--- src/design/mp_consts.svh ---
`ifndef MP_CONSTS_SVH
`define MP_CONSTS_SVH
// Register offsets
`define MODE_BASE 16'hf510
`define WRITE_BASE 16'hf520
`define READ_BASE 16'hf530
`define MIC_CTRL0 16'hf560
`define MIC_CTRL1 16'hf561
// Pin count
`define NUM_PINS 14
// Pin function select fields
`define MODE_DEB_BIT 3
`define MODE_RST 4'h8
// Microphone control fields
`define MIC_EN_BIT 0
`define MIC_PIN_LSB 4
`define MIC_SRC_LSB 8
`define MIC_OK_BIT 15
`define MIC_WMASK 16'h07f1
`define MIC_RST 16'h0000
// Clock rates in Hz
`define CLK_HZ 125000000
`define MIC_CLK_MIN_HZ 1000000
`define MIC_CLK_MAX_HZ 3300000
// Bit clock period limits in system cycles
`define MIC_PER_MAX (`CLK_HZ / `MIC_CLK_MIN_HZ)
`define MIC_PER_MIN ((`CLK_HZ + `MIC_CLK_MAX_HZ - 1) / `MIC_CLK_MAX_HZ)
// Debounce hold and decimation ratio
`define DEB_CYC 16
`define DECIM 64
`endif

--- src/design/mp_pkg.sv ---
package mp_pkg;
  // Pin function encodings, in register order
  typedef enum logic [2:0] {
    MODE_HW_IN,
    MODE_SW_IN,
    MODE_OUT_PU,
    MODE_OUT,
    MODE_MIC,
    MODE_PANIC,
    MODE_SPI_SS
  } pin_mode_e;
  typedef logic [15:0] reg_word_t;
endpackage : mp_pkg

--- src/design/multipurpose_pins.sv ---
// What this block does
// - Up to four microphone channels, two per shared data pin.
// - Any pin may carry one microphone pair, set by mode and mic control.
// - Mic clock is one selected master serial port bit clock.
// - Bit clock period checked against the 1 MHz to 3.3 MHz band.
// - Mic bitstreams are decimated and offered as sample words.
// - Fourteen multipurpose pins usable as general-purpose I/O.
// - Mode field picks one of seven pin functions.
// - Software input mode takes the value written by the host.
// - Hardware input mode has an optional debounce filter.
// - GPIO state changes only on the per-sample tick.
// - Program input per pin, flagged valid only in input modes.
// - Program value drives a pin only in output mode.
`timescale 1ns/1ps
`include "mp_consts.svh"
module multipurpose_pins #(
  parameter int NP = `NUM_PINS,
  parameter int DEB = `DEB_CYC,
  parameter int DECIM = `DECIM,
  parameter int PW = $clog2(DECIM) + 1
) (
  input logic clk_sys,
  input logic rst,
  input logic [15:0] reg_addr,
  input mp_pkg::reg_word_t reg_wdata,
  input logic reg_wr,
  input logic reg_rd,
  output mp_pkg::reg_word_t reg_rdata,
  input logic [NP-1:0] pin_in,
  output logic [NP-1:0] pin_out,
  output logic [NP-1:0] pin_oe,
  output logic [NP-1:0] pin_pullup,
  input logic [3:0] input_port_bit_clock,
  input logic [3:0] output_port_bit_clock,
  input logic sample_tick,
  input logic [NP-1:0] prog_out,
  input logic panic_flag,
  input logic spi_ss_n,
  output logic [NP-1:0] prog_in,
  output logic [NP-1:0] prog_in_valid,
  output logic [3:0][PW-1:0] pcm_data,
  output logic [3:0] pcm_valid
);
  import mp_pkg::*;

  localparam int NS = NP + 8;
  localparam int DW = $clog2(DEB + 1);
  localparam int BW = $clog2(DECIM);
  localparam int RW = $clog2(`MIC_PER_MAX + 2);
  localparam logic [3:0] NP4 = 4'(NP);
  localparam logic [11:0] MODE_HI = 12'(`MODE_BASE >> 4);
  localparam logic [11:0] WR_HI = 12'(`WRITE_BASE >> 4);
  localparam logic [11:0] RD_HI = 12'(`READ_BASE >> 4);
  localparam logic [RW-1:0] PMAX = RW'(`MIC_PER_MAX);
  localparam logic [RW-1:0] PMIN = RW'(`MIC_PER_MIN);
  // Three-stage sampling of pins and bit clocks
  logic [NS-1:0] s1, s2, s3, filt, next_filt;
  always_comb begin
    next_filt = (s3 & ~(s2 ^ s3)) | (filt & (s2 ^ s3));
  end
  always_ff @(posedge clk_sys or posedge rst) begin
    if (rst) begin
      s1 <= '0;
      s2 <= '0;
      s3 <= '0;
      filt <= '0;
    end else begin
      s1 <= {output_port_bit_clock, input_port_bit_clock, pin_in};
      s2 <= s1;
      s3 <= s2;
      filt <= next_filt;
    end
  end
  // Register file
  logic [3:0] mode [NP], next_mode [NP];
  logic [NP-1:0] sw_val, next_sw;
  reg_word_t mic_ctrl [2], next_mic [2], next_rdata;
  logic [1:0] mic_ok;
  logic [3:0] idx;
  logic hit;
  always_comb begin
    next_mode = mode;
    next_sw = sw_val;
    next_mic = mic_ctrl;
    next_rdata = reg_rdata;
    idx = reg_addr[3:0];
    hit = idx < NP4;
    if (reg_wr) begin
      if (reg_addr[15:4] == MODE_HI && hit) begin
        next_mode[idx] = reg_wdata[3:0];
      end
      if (reg_addr[15:4] == WR_HI && hit) begin
        next_sw[idx] = reg_wdata[0];
      end
      if (reg_addr == `MIC_CTRL0) begin
        next_mic[0] = reg_wdata & `MIC_WMASK;
      end
      if (reg_addr == `MIC_CTRL1) begin
        next_mic[1] = reg_wdata & `MIC_WMASK;
      end
    end
    if (reg_rd) begin
      next_rdata = 16'h0000;
      if (reg_addr[15:4] == MODE_HI && hit) begin
        next_rdata = {12'h000, mode[idx]};
      end
      if (reg_addr[15:4] == WR_HI && hit) begin
        next_rdata = {15'h0000, sw_val[idx]};
      end
      if (reg_addr[15:4] == RD_HI && hit) begin
        next_rdata = {15'h0000, prog_in[idx]};
      end
      if (reg_addr == `MIC_CTRL0) begin
        next_rdata = mic_ctrl[0];
        next_rdata[`MIC_OK_BIT] = mic_ok[0];
      end
      if (reg_addr == `MIC_CTRL1) begin
        next_rdata = mic_ctrl[1];
        next_rdata[`MIC_OK_BIT] = mic_ok[1];
      end
    end
  end
  always_ff @(posedge clk_sys or posedge rst) begin
    if (rst) begin
      mode <= '{default: `MODE_RST};
      sw_val <= '0;
      mic_ctrl <= '{default: `MIC_RST};
      reg_rdata <= 16'h0000;
    end else begin
      mode <= next_mode;
      sw_val <= next_sw;
      mic_ctrl <= next_mic;
      reg_rdata <= next_rdata;
    end
  end
  // Per-pin function decode
  logic [NP-1:0] sw_mask, in_mask, gpio_mask, oe_mask, pu_mask, mic_mask;
  logic [NP-1:0] deb_en;
  pin_mode_e m;
  always_comb begin
    m = MODE_HW_IN;
    for (int i = 0; i < NP; i++) begin
      m = pin_mode_e'(mode[i][2:0]);
      sw_mask[i] = m == MODE_SW_IN;
      in_mask[i] = m == MODE_HW_IN || m == MODE_SW_IN;
      gpio_mask[i] = m == MODE_OUT_PU || m == MODE_OUT;
      oe_mask[i] = gpio_mask[i] || m == MODE_PANIC || m == MODE_SPI_SS;
      pu_mask[i] = m == MODE_OUT_PU;
      mic_mask[i] = m == MODE_MIC;
      deb_en[i] = mode[i][`MODE_DEB_BIT];
    end
  end
  // Debounce, program inputs and pin drivers
  logic [NP-1:0] deb, next_deb, next_in, next_valid;
  logic [NP-1:0] next_out, next_oe, next_pu;
  logic [DW-1:0] cnt [NP], next_cnt [NP];
  always_comb begin
    next_deb = deb;
    next_cnt = cnt;
    next_in = prog_in;
    next_valid = prog_in_valid;
    next_out = pin_out;
    next_oe = oe_mask;
    next_pu = pu_mask;
    for (int i = 0; i < NP; i++) begin
      if (!deb_en[i] || filt[i] == deb[i]) begin
        next_cnt[i] = '0;
        next_deb[i] = filt[i];
      end else if (cnt[i] == DW'(DEB - 1)) begin
        next_cnt[i] = '0;
        next_deb[i] = filt[i];
      end else begin
        next_cnt[i] = cnt[i] + 1'b1;
      end
      if (sample_tick) begin
        next_in[i] = sw_mask[i] ? sw_val[i] : deb[i];
        next_valid[i] = in_mask[i];
        if (gpio_mask[i]) begin
          next_out[i] = prog_out[i];
        end
      end
      if (pin_mode_e'(mode[i][2:0]) == MODE_PANIC) begin
        next_out[i] = panic_flag;
      end
      if (pin_mode_e'(mode[i][2:0]) == MODE_SPI_SS) begin
        next_out[i] = spi_ss_n;
      end
      if (!oe_mask[i]) begin
        next_out[i] = 1'b0;
      end
    end
  end
  always_ff @(posedge clk_sys or posedge rst) begin
    if (rst) begin
      deb <= '0;
      cnt <= '{default: '0};
      prog_in <= '0;
      prog_in_valid <= '0;
      pin_out <= '0;
      pin_oe <= '0;
      pin_pullup <= '0;
    end else begin
      deb <= next_deb;
      cnt <= next_cnt;
      prog_in <= next_in;
      prog_in_valid <= next_valid;
      pin_out <= next_out;
      pin_oe <= next_oe;
      pin_pullup <= next_pu;
    end
  end
  // Microphone pair capture and bit clock check
  logic [7:0] ck, ckq;
  logic [1:0] act, rise, next_ok;
  logic [3:0] stb, bitv, dpin;
  logic [2:0] src;
  logic [RW-1:0] per [2], next_per [2];
  always_comb begin
    ck = filt[NP+:8];
    next_per = per;
    next_ok = mic_ok;
    for (int p = 0; p < 2; p++) begin
      src = mic_ctrl[p][`MIC_SRC_LSB+:3];
      dpin = mic_ctrl[p][`MIC_PIN_LSB+:4];
      act[p] = mic_ctrl[p][`MIC_EN_BIT] && dpin < NP4 && mic_mask[dpin];
      rise[p] = ck[src] && !ckq[src];
      stb[2*p] = act[p] && rise[p];
      stb[2*p+1] = act[p] && !ck[src] && ckq[src];
      bitv[2*p] = (dpin < NP4) ? filt[dpin] : 1'b0;
      bitv[2*p+1] = bitv[2*p];
      if (rise[p]) begin
        next_ok[p] = per[p] >= PMIN && per[p] <= PMAX;
        next_per[p] = RW'(1);
      end else if (per[p] > PMAX) begin
        next_ok[p] = 1'b0;
      end else begin
        next_per[p] = per[p] + 1'b1;
      end
    end
  end
  always_ff @(posedge clk_sys or posedge rst) begin
    if (rst) begin
      ckq <= '0;
      per <= '{default: '0};
      mic_ok <= '0;
    end else begin
      ckq <= ck;
      per <= next_per;
      mic_ok <= next_ok;
    end
  end
  // Boxcar decimation, one channel per microphone
  logic [PW-1:0] ones [4], next_ones [4];
  logic [BW-1:0] bc [4], next_bc [4];
  logic [3:0][PW-1:0] next_pcm;
  logic [3:0] next_pv;
  always_comb begin
    next_ones = ones;
    next_bc = bc;
    next_pcm = pcm_data;
    next_pv = '0;
    for (int c = 0; c < 4; c++) begin
      if (!act[c/2]) begin
        next_ones[c] = '0;
        next_bc[c] = '0;
      end else if (stb[c]) begin
        if (bc[c] == BW'(DECIM - 1)) begin
          next_pcm[c] = ones[c] + PW'(bitv[c]);
          next_pv[c] = 1'b1;
          next_ones[c] = '0;
          next_bc[c] = '0;
        end else begin
          next_ones[c] = ones[c] + PW'(bitv[c]);
          next_bc[c] = bc[c] + 1'b1;
        end
      end
    end
  end
  always_ff @(posedge clk_sys or posedge rst) begin
    if (rst) begin
      ones <= '{default: '0};
      bc <= '{default: '0};
      pcm_data <= '0;
      pcm_valid <= '0;
    end else begin
      ones <= next_ones;
      bc <= next_bc;
      pcm_data <= next_pcm;
      pcm_valid <= next_pv;
    end
  end
endmodule : multipurpose_pins

--- config.mk ---
export PLATFORM = sky130hd
export DESIGN_NAME = multipurpose_pins
export DESIGN_NICKNAME = d
export VERILOG_FILES = /design/src/design/mp_pkg.sv /design/src/design/multipurpose_pins.sv
export VERILOG_INCLUDE_DIRS = /design/src /design/src/design
export SDC_FILE = /design/constraint.sdc
export NUM_CORES = 1
export LEC_CHECK = 0
export ABC_CLOCK_PERIOD_IN_PS = 13900
export BUFFER_PORTS_ARGS = -buffer_cell sky130_fd_sc_hd__buf_2
export CAP_MARGIN = 0
export CORE_MARGIN = 1.5
export CORE_UTILIZATION = 56
export CTS_BUF_LIST = sky130_fd_sc_hd__clkbuf_4 sky130_fd_sc_hd__clkbuf_8
export DETAILED_ROUTE_END_ITERATION = 8
export PLACE_DENSITY = 0.79
export SYNTH_ARGS = -nofsm -noshare
export SYNTH_HDL_FRONTEND = slang
export SYNTH_SLANG_ARGS = --single-unit
--- constraint.sdc ---
create_clock -name clk_sys -period 13.9 [get_ports clk_sys]
set_input_delay 0.695 -clock clk_sys [delete_from_list [all_inputs] [get_ports clk_sys]]
set_output_delay 0.695 -clock clk_sys [all_outputs]
set_load 0.01 [all_outputs]
==> flow_summary.yaml, run 1 <==
status:
  run_status: "completed"
clocking:
  root_buffer: "clkbuf_8"
  path_clk_slew_ns: 0.07
  cts_tree: "built"
  hold_buffers: 0
  clockBufferDepth: 3
  insertion_delay_ns: 0.60
  cts.htree.levels: 3
  numCtsBuffers: 75
  post_cts_resized: 0
  post_cts_buffers: 0
  cts_num_sinks: 448
final_layout:
  final_util_pct: 65.10
  fillers: 2611
  diodes: 0
  final_cells: 2419
  postLayoutCellArea_um2: 23100
  area_growth_pct: 14.54
  drive_above_1_share_pct: 27.27
  nNetsFinal: 2008
floorplan:
  row_count: 69
  start_util_pct: 56.83
  fp.dieArea_um2: 37160
  dieHeight_um: 192.8
  core_area_um2: 35480
  die_w_um: 192.8
  ios: 193
routing:
  drc: 0
  post_drt_wl_per_cell_um: 19.16
  dr.first_iter.drc_count: 1208
  wl_um: 46340
  drt_pass1_iterations: 5
  ant_nets: 0
  num_vias: 14050
  viasPerCell: 5.809
setup_path:
  crit_type: "reg2reg"
  critical_path.startpoint_type: "flip-flop"
  cp-startpoint: "mic_ctrl[20]"
  cp.arrival_ns: 4.19
  path_max_fanout: 17
  worstReg2RegStart: "mic_ctrl[20]"
  cp.required_ns: 14.41
  end_kind: "flip-flop"
worst_hold_path:
  min_path_type: "in2reg"
  min_from: "pin_in[8]"
timing:
  skew_ns: 0.02939
  timing.final.crit_period_ns: 3.680
  tns_ns: 0
  slew_headroom_pct: 25.31
  setup_ws_ns: 10.22
  setup-violations-final: 0
  hold_viol_final: 0
  worst_pin_slew_ns: 1.117
  slew_violations: 0
  rsz0062_at_grt: "no"
  fmax_mhz: 271.8
  finalCritPeriodShare_pct: 26.47
  whs_ns: 0.2067
synth:
  synthArstFlopShare_pct: 100.0
  synth_top_area_cell: "dfrtp_1"
  syn_avg_cell_area_um2: 11.67
  synth_cell_type_count: 64
  synth-edff-count: 0
  synth.area.top_cells: "dfrtp_1 (54%), mux2_2 (8.4%), mux2i_1 (3.0%)"
  synthFlopType: "dfrtp_1"
  yosys_warnings: 0
  synth_area_um2: 20170
  ys_seq_elements: 448
  syn_inst: 1728
  ys_seq_area_share_pct: 55.68
  netlist.area_leader.share_pct: 53.86
global_route:
  gr-total-overflow: 0
  antenna_found_initial: 0
  grt_max_degree: 138
  grt_pass1_vias: 14230
  grt_usage_pct: 25.60
  grt_pass1_wl_um: 74000
place:
  portBuffers: 183
  post-place-ws_ns: 9.397
  placed_cell_area_um2: 21320
  detailed_place_hpwl_um: 31560
  gp_congestion: 0.9345
  dp_cells: 2284
power_and_ir_drop:
  p_total_mw: 2.899
  ir_drop_mv: 0.06785
  leakage_nw: 10.75
  powerDensity_nw_per_um2: 125.5
run:
  maxCapViolations: 0
final timing paths:
check	endpoint	slack (ns)	cells after the start
min in group asynchronous	pcm_valid[3]	0.27	2
hold / removal	s1[8]	0.21	1
hold reg to reg	s2[3]	0.34	0
max in group asynchronous	mode[13]	10.25	5
setup / recovery	ones[20]	10.22	11
setup reg to reg	ones[20]	10.22	11
power by group:
part	leakage, nW	internal, mW	switching [mW]
Combinational	4.01	0.0633	0.104
Sequential	5.81	1.35	0.0408
Clock	0.932	0.828	0.518
Total	10.8	2.24	0.663
placed cells by master (no fill, tap or decap), types with 15 or more instances in the layout:
| cell | instances |
|---|---|
| mux4_2 | 26 |
| nor2_1 | 155 |
| ha_1 | 33 |
| nor3b_1 | 19 |
| inv_1 | 38 |
| mux2_2 | 151 |
| xor2_1 | 66 |
| nand3b_1 | 20 |
| clkbuf_4 | 23 |
| and2_1 | 16 |
| or3_1 | 15 |
| clkbuf_8 | 99 |
| nand2_1 | 148 |
| and3_1 | 46 |
| o21ai_0 | 64 |
| buf_2 | 183 |
| a21oi_1 | 69 |
| mux2i_1 | 60 |
| nand3_1 | 69 |
| nand4_1 | 15 |
| maj3_1 | 22 |
| dfrtp_1 | 434 |
| xnor2_1 | 28 |
synth_stat cells, drive strengths merged (39+ instances only):
cell,n
mux2,152
and3,46
clkbuf,63
xor2,66
a21oi,69
o21ai,64
nand2,148
mux2i,60
nor2,156
dfrtp,434
nand3,69
inv,39
flip-flops by register name, summed over array words and instances (netlist names), 22 cells and up, named ones only:
name	flops
pcm_data	28
ones	28
s2	22
cnt	70
bc	24
mode	39
s3	22
s1	22
critical path, stage by stage (launching register included):
cell and delay [ns]:
dfrtp_1 0.91, mux4_2 0.60, nor2b_1 0.15, a211oi_1 0.35, a21oi_1 0.24, ha_1 0.32
ha_1 0.23, nand3_1 0.13, nor2_1 0.08, xnor2_1 0.13, or3_1 0.31, a21oi_1 0.14
cell type report:
type	count	area, um2	share of cell area (%)
well taps	461	576.8	2.497
flip-flops and latches	448	11230	48.61
repair buffers	192	983.4	4.258
clock buffers	122	1535	6.646
multi-input cells	1144	8376	36.26
clock inverters	13	245.2	1.062
inverters	39	153.9	0.6663
cell families (layout without fill, tap and decap cells):
logic type | count (synthesis) | count (layout) | synth area share, %
AND/OR/NAND/NOR | 575 | 575 | 14.65
XOR/XNOR | 94 | 94 | 4.083
adder cells (fa/ha/maj) | 55 | 55 | 3.140
AO/OA/AOI/OAI | 178 | 178 | 5.156
buffers and inverters | 139 | 366 | 2.904
other | 1 | 4 | 0.01860
flip-flops | 448 | 448 | 55.68
multiplexers | 238 | 238 | 14.37
per-layer routing:
metal  up-vias  global-route usage (%)  share of wire, %
li1       6397                       -                 -
met1      7051                   34.01                42
met2       483                   40.13                48
met3       120                   5.801               6.9
met4         0                   11.72               3.5
met5         -                       0                 0
Note: power is estimated with default switching activity, not from simulation.
==> run 2: changes to the inputs <==
ABC_AREA = 1   (was not set)
ABC_CLOCK_PERIOD_IN_PS = 3000   (was 13900)
clock period = 3 ns   (was 13.9 ns; I/O delays follow)
==> flow_summary.yaml, run 2 <==
power_and_ir_drop:
  intPower_mw: 9.779
  pwr-share-clk_pct: 43.0
  ir_drop_mv: 0.3016
  leakage_nw: 11.60
  p_comb_share_pct: 7.4
  swShare_pct: 24.51
  seqPwrFrac_pct: 49.7
  p_total_mw: 12.95
  powerDensity_nw_per_um2: 543.3
  net-switching-power_mw: 3.174
synth:
  synth_most_common_cell: "nand2_1"
  synth-edff-count: 0
  netlist.area_leader.share_pct: 52.97
  synth.area.top_cells: "dfrtp_1 (53%), nand2_1 (10%), nand3_1 (4.1%)"
  synth_cell_type_count: 47
  ys_seq_area_share_pct: 54.76
  syn_avg_cell_area_um2: 8.850
  synth_area_um2: 20500
  synth_top_area_cell: "dfrtp_1"
  yosys_warnings: 0
  syn_inst: 2317
  ys_seq_elements: 448
  synthFlopType: "dfrtp_1"
  yosys-top-cells-count: "nand2_1 (571), dfrtp_1 (434), inv_1 (217)"
  synthArstFlopShare_pct: 100.0
floorplan:
  ios: 193
  die_w_um: 194.4
  core_area_um2: 35830
  fp.dieArea_um2: 37770
  start_util_pct: 57.23
  row_count: 69
  dieHeight_um: 194.4
place:
  gp_congestion: 0.9423
  detailed_place_hpwl_um: 37380
  portBuffers: 183
  placed_cell_area_um2: 21830
  post-place-ws_ns: 0.3861
global_route:
  grt_max_degree: 143
  grt_pass1_vias: 16460
  grt_pass1_wl_um: 84620
  gr-total-overflow: 0
  grt_usage_pct: 27.95
  antenna_found_initial: 3
setup_path:
  critical_path.startpoint_type: "flip-flop"
  cp.required_ns: 3.47
  path_max_fanout: 13
  cp_slowest_stage_delay_ns: 0.58
  cp_slowest_cell: "dfrtp_1"
  crit_type: "reg2reg"
  end_kind: "flip-flop"
  path_cells: "inv_2 > a21oi_1 > o21ai_0 > a21oi_1 > o21ai_0 > nand2_1 > ha_1 > ha_1 > nand3_1 > nand3b_1 > xor2_1 > inv_1 > nand4_1 > nand2_1"
  cp.arrival_ns: 3.19
  reg2reg_depth: 14
clocking:
  cts_tree: "built"
  cts.htree.levels: 3
  root_buffer: "clkbuf_8"
  post_cts_buffers: 0
  path_clk_slew_ns: 0.06
  insertion_delay_ns: 0.62
  cts_num_sinks: 448
  post_cts_resized: 0
  numCtsBuffers: 72
  clockBufferDepth: 3
run:
  maxCapViolations: 0
routing:
  wl_um: 52390
  drt_pass1_iterations: 6
  num_vias: 17320
  viasPerCell: 5.616
  drc: 0
  dr.first_iter.drc_count: 1423
  post_drt_wl_per_cell_um: 16.98
  ant_nets: 0
status:
  run_status: "completed"
worst_hold_path:
  hold_depth: 3
  min_path_type: "in2reg"
final_layout:
  largest_register: "cnt"
  postLayoutCellArea_um2: 23840
  largest_register_ffs: 70
  layout_commonest_cell: "nand2_1"
  drive_above_1_share_pct: 15.91
  area_growth_pct: 16.27
  reg_top3: "cnt: 70 flops, mode: 39 flops"
  nNetsFinal: 2679
  final_cell_mix: "nand2_1 (571), dfrtp_1 (434), inv_1 (216), buf_2 (183), nand3_1 (167)"
timing:
  fmax_mhz: 367.2
  hold_viol_final: 0
  slew_violations: 0
  worst_pin_slew_ns: 0.7636
  setup-violations-final: 0
  setup_ws_ns: 0.2768
  rsz0062_at_grt: "no"
  timing.final.crit_period_ns: 2.723
  skew_ns: 0.04248
  slew_headroom_pct: 49.10
  finalCritPeriodShare_pct: 90.77
  tns_ns: 0
run 2: cell count changes in the layout (fill, tap and decap cells not counted), moves of 60 or more:
cell	change
nand2_1	+423
inv_1	+178
mux2_2	-149
nand3_1	+98
o21ai_0	+77
nand4_1	+66
o21ai_1	+66
mux2i_1	-60
run 2: critical path: cells and delay by family (launching register included):
family / cells / cell delay, ns
AND/OR/NAND/NOR: 5 / 0.71
flip-flops: 1 / 0.58
AO/OA/AOI/OAI: 4 / 0.50
adder cells (fa/ha/maj): 2 / 0.41
buffers and inverters: 2 / 0.24
XOR/XNOR: 1 / 0.15
run 2: routing by layer:
layer  wire length (um)  GRT usage (%)  share of wire, %
met1              22980          38.26                44
met2              23680          43.66                45
met3               3599          4.963               6.9
met4               2135          13.11               4.1
met5                  0              0                 0
run 2: per-stage QoR:
step           cells  util, %  hold slack [ns]
2_1_floorplan   2320        -           0.1814
3_3_place_gp    2911    60.92           0.2099
3_5_place_dp    2911    60.92           0.2164
4_1_cts         3082    66.52          0.02862
5_1_grt         3084    66.54          0.05448
6_report        3085    66.54          0.06331
run 2: layout make-up:
cell class / instances / area [um2]
diodes: 3 / 7.507
clock buffers: 110 / 1383
clock inverters: 14 / 153.9
fillers: 2808 / 11990
inverters: 242 / 912.1
multi-input cells: 1553 / 7951
flip-flops and latches: 448 / 11230
well taps: 461 / 576.8
repair buffers: 254 / 1629
run 2: worst paths after layout:
check | end | from | slack [ns]
max in group asynchronous | s1[16] | rst | 1.76
hold reg to reg | s2[19] | s1[19] | 0.35
min in group asynchronous | s1[11] | rst | 0.13
setup / recovery | pcm_data[6] | mic_ctrl[20] | 0.28
hold / removal | pin_out[5] | spi_ss_n | 0.06
setup reg to reg | pcm_data[6] | mic_ctrl[20] | 0.28
run 2: power groups by stage:
stage | clock (mW) | combinational (mW) | sequential, mW
2_1_floorplan | 0 | 0.593 | 6.51
3_3_place_gp | 0 | 0.889 | 6.53
3_5_place_dp | 0 | 0.912 | 6.54
4_1_cts | 5.68 | 0.964 | 6.43
5_1_grt | 5.94 | 1.08 | 6.46
6_report | 5.56 | 0.958 | 6.43
run 2: timing repair:
| item | in CTS | in global routing |
|---|---|---|
| hold buffers | 47 | 0 |
| setup endpoints to repair | 0 | 0 |
| endpoints found under the hold margin | 117 | 0 |
run 2: logic make-up after synthesis:
logic type | after synthesis | share of synthesized area (%)
mux | 2 | 0.1098
xor+xnor | 42 | 1.794
fa+ha+maj | 55 | 3.088
simple gates | 1095 | 23.60
buf+inv | 319 | 6.517
compound gates | 355 | 10.11
flops | 448 | 54.76
other cells | 1 | 0.01829
==> run 3: changes to the inputs <==
CORE_MARGIN = 5   (was 1.5)
CORE_UTILIZATION = 54   (was 56)
CTS_BUF_LIST = sky130_fd_sc_hd__clkbuf_16   (was sky130_fd_sc_hd__clkbuf_4 sky130_fd_sc_hd__clkbuf_8)
PLACE_DENSITY = 0.77   (was 0.79)
==> flow_summary.yaml, run 3 (synthesized netlist as in run 2, its figures left out) <==
worst_hold_path:
  hold_depth: 5
  min_path_type: "in2reg"
run:
  maxCapViolations: 0
power_and_ir_drop:
  ir_drop_mv: 0.4234
  powerDensity_nw_per_um2: 547.5
  p_total_mw: 13.01
  leakage_nw: 11.50
floorplan:
  row_count: 71
  start_util_pct: 54.57
  dieHeight_um: 204.9
  fp.dieArea_um2: 41970
  ios: 193
  die_w_um: 204.9
  core_area_um2: 37580
routing:
  drt_pass1_iterations: 6
  drc: 0
  post_drt_wl_per_cell_um: 17.19
  wl_um: 53080
  viasPerCell: 5.570
  ant_nets: 0
  num_vias: 17200
  dr.first_iter.drc_count: 1350
status:
  run_status: "completed"
timing:
  finalCritPeriodShare_pct: 87.06
  slew_violations: 0
  slew_headroom_pct: 50.41
  setup_ws_ns: 0.3882
  timing.final.crit_period_ns: 2.612
  hold_viol_final: 0
  setup-violations-final: 0
  whs_ns: 0.01918
  rsz0062_at_grt: "no"
  fmax_mhz: 382.9
  tns_ns: 0
  skew_ns: 0.01221
  worst_pin_slew_ns: 0.7438
setup_path:
  crit_type: "reg2reg"
  path_max_fanout: 13
  end_kind: "flip-flop"
  critical_path.startpoint_type: "flip-flop"
  cp.arrival_ns: 3.07
  cp.required_ns: 3.46
  reg2reg_depth: 15
final_layout:
  nNetsFinal: 2646
  layout_commonest_cell: "nand2_1"
  final_cell_mix: "nand2_1 (571), dfrtp_1 (434), inv_1 (228), buf_2 (183), nand3_1 (167)"
  final_cells: 3088
  largest_register_ffs: 70
  area_growth_pct: 15.85
  postLayoutCellArea_um2: 23760
  largest_register: "cnt"
  final_util_pct: 63.22
  drive_above_1_share_pct: 13.52
  reg_top3: "cnt: 70 flops, mode: 39 flops"
  fillers: 3088
place:
  dp_cells: 2956
  detailed_place_hpwl_um: 37580
  gp_congestion: 0.9356
  placed_cell_area_um2: 21830
  post-place-ws_ns: 0.4242
  portBuffers: 183
clocking:
  insertion_delay_ns: 0.58
  path_clk_slew_ns: 0.06
  cts.htree.levels: 2
  numCtsBuffers: 47
  root_buffer: "clkbuf_16"
  cts_num_sinks: 448
  clockBufferDepth: 3
  cts_tree: "built"
global_route:
  antenna_found_initial: 3
  grt_pass1_wl_um: 87330
  grt_max_degree: 146
  grt_pass1_vias: 16700
  grt_usage_pct: 25.65
  gr-total-overflow: 0
## run 3: changes by cell type in the layout (fill, tap and decap cells not counted), moves of 2 or more
cell | previous run | this run
clkbuf_8 | 89 | 0
clkbuf_16 | 0 | 49
clkbuf_4 | 21 | 0
clkinv_1 | 2 | 15
inv_1 | 216 | 228
buf_4 | 19 | 16
clkinv_2 | 8 | 5
dlygate4sd3_1 | 47 | 44
buf_12 | 5 | 3
## run 3: worst paths after layout
check	from	to	slack (ns)
max	dpin[0]	ones[13]	0.39
min	prog_out[13]	pin_out[13]	0.02
max reg2reg	dpin[0]	ones[13]	0.39
min reg2reg	s1[10]	s2[10]	0.35
max in group asynchronous	rst	s2[19]	1.82
min in group asynchronous	rst	cnt[13]	0.13
## run 3: power breakdown
part           leakage, nW  total (mW)  internal (mW)  switching [mW]
Sequential            5.78        6.43           6.25           0.185
Clock                0.765        5.62           3.27            2.35
Combinational         4.95       0.949          0.325           0.624
Total                 11.5        13.0           9.85            3.16
## run 3: what timing repair did
action                     CTS  global route
hold endpoints to repair    79             0
setup endpoints to repair    0             0
resized for setup            0             0
setup buffers                0             0
hold buffers                44             0
## run 3: layout make-up
cell class / count / area [um2] / share of cell area [%]
Timing Repair Buffer: 246 / 1536 / 6.468
Clock inverter: 36 / 254.0 / 1.069
Inverter: 242 / 912.1 / 3.840
Tap cell: 511 / 639.4 / 2.691
Sequential cell: 448 / 11230 / 47.27
Antenna cell: 3 / 7.507 / 0.03160
Multi-Input combinational cell: 1553 / 7951 / 33.47
Clock buffer: 49 / 1226 / 5.162
## run 3: metal layers
| layer | global-route usage (%) | up-vias | wire, um |
|---|---|---|---|
| met5 | 0 | - | 25 |
| met1 | 35.50 | 8228 | 22510 |
| met2 | 40.32 | 668 | 24230 |
| met3 | 5.572 | 132 | 4359 |
| li1 | - | 8167 | - |
| met4 | 9.330 | 4 | 1956 |
## run 3: critical path, cell delays in order (launching register included)
cell and delay (ns):
dfrtp_1 0.57, inv_2 0.19, a21oi_1 0.16, o21ai_0 0.08, a21oi_1 0.16, o21ai_0 0.09
nand2_1 0.17, ha_1 0.20, ha_1 0.19, nand3_1 0.12, nor2_1 0.10, nand2_1 0.06
xor2_1 0.15, inv_1 0.08, nand4_1 0.10, nand2_1 0.06
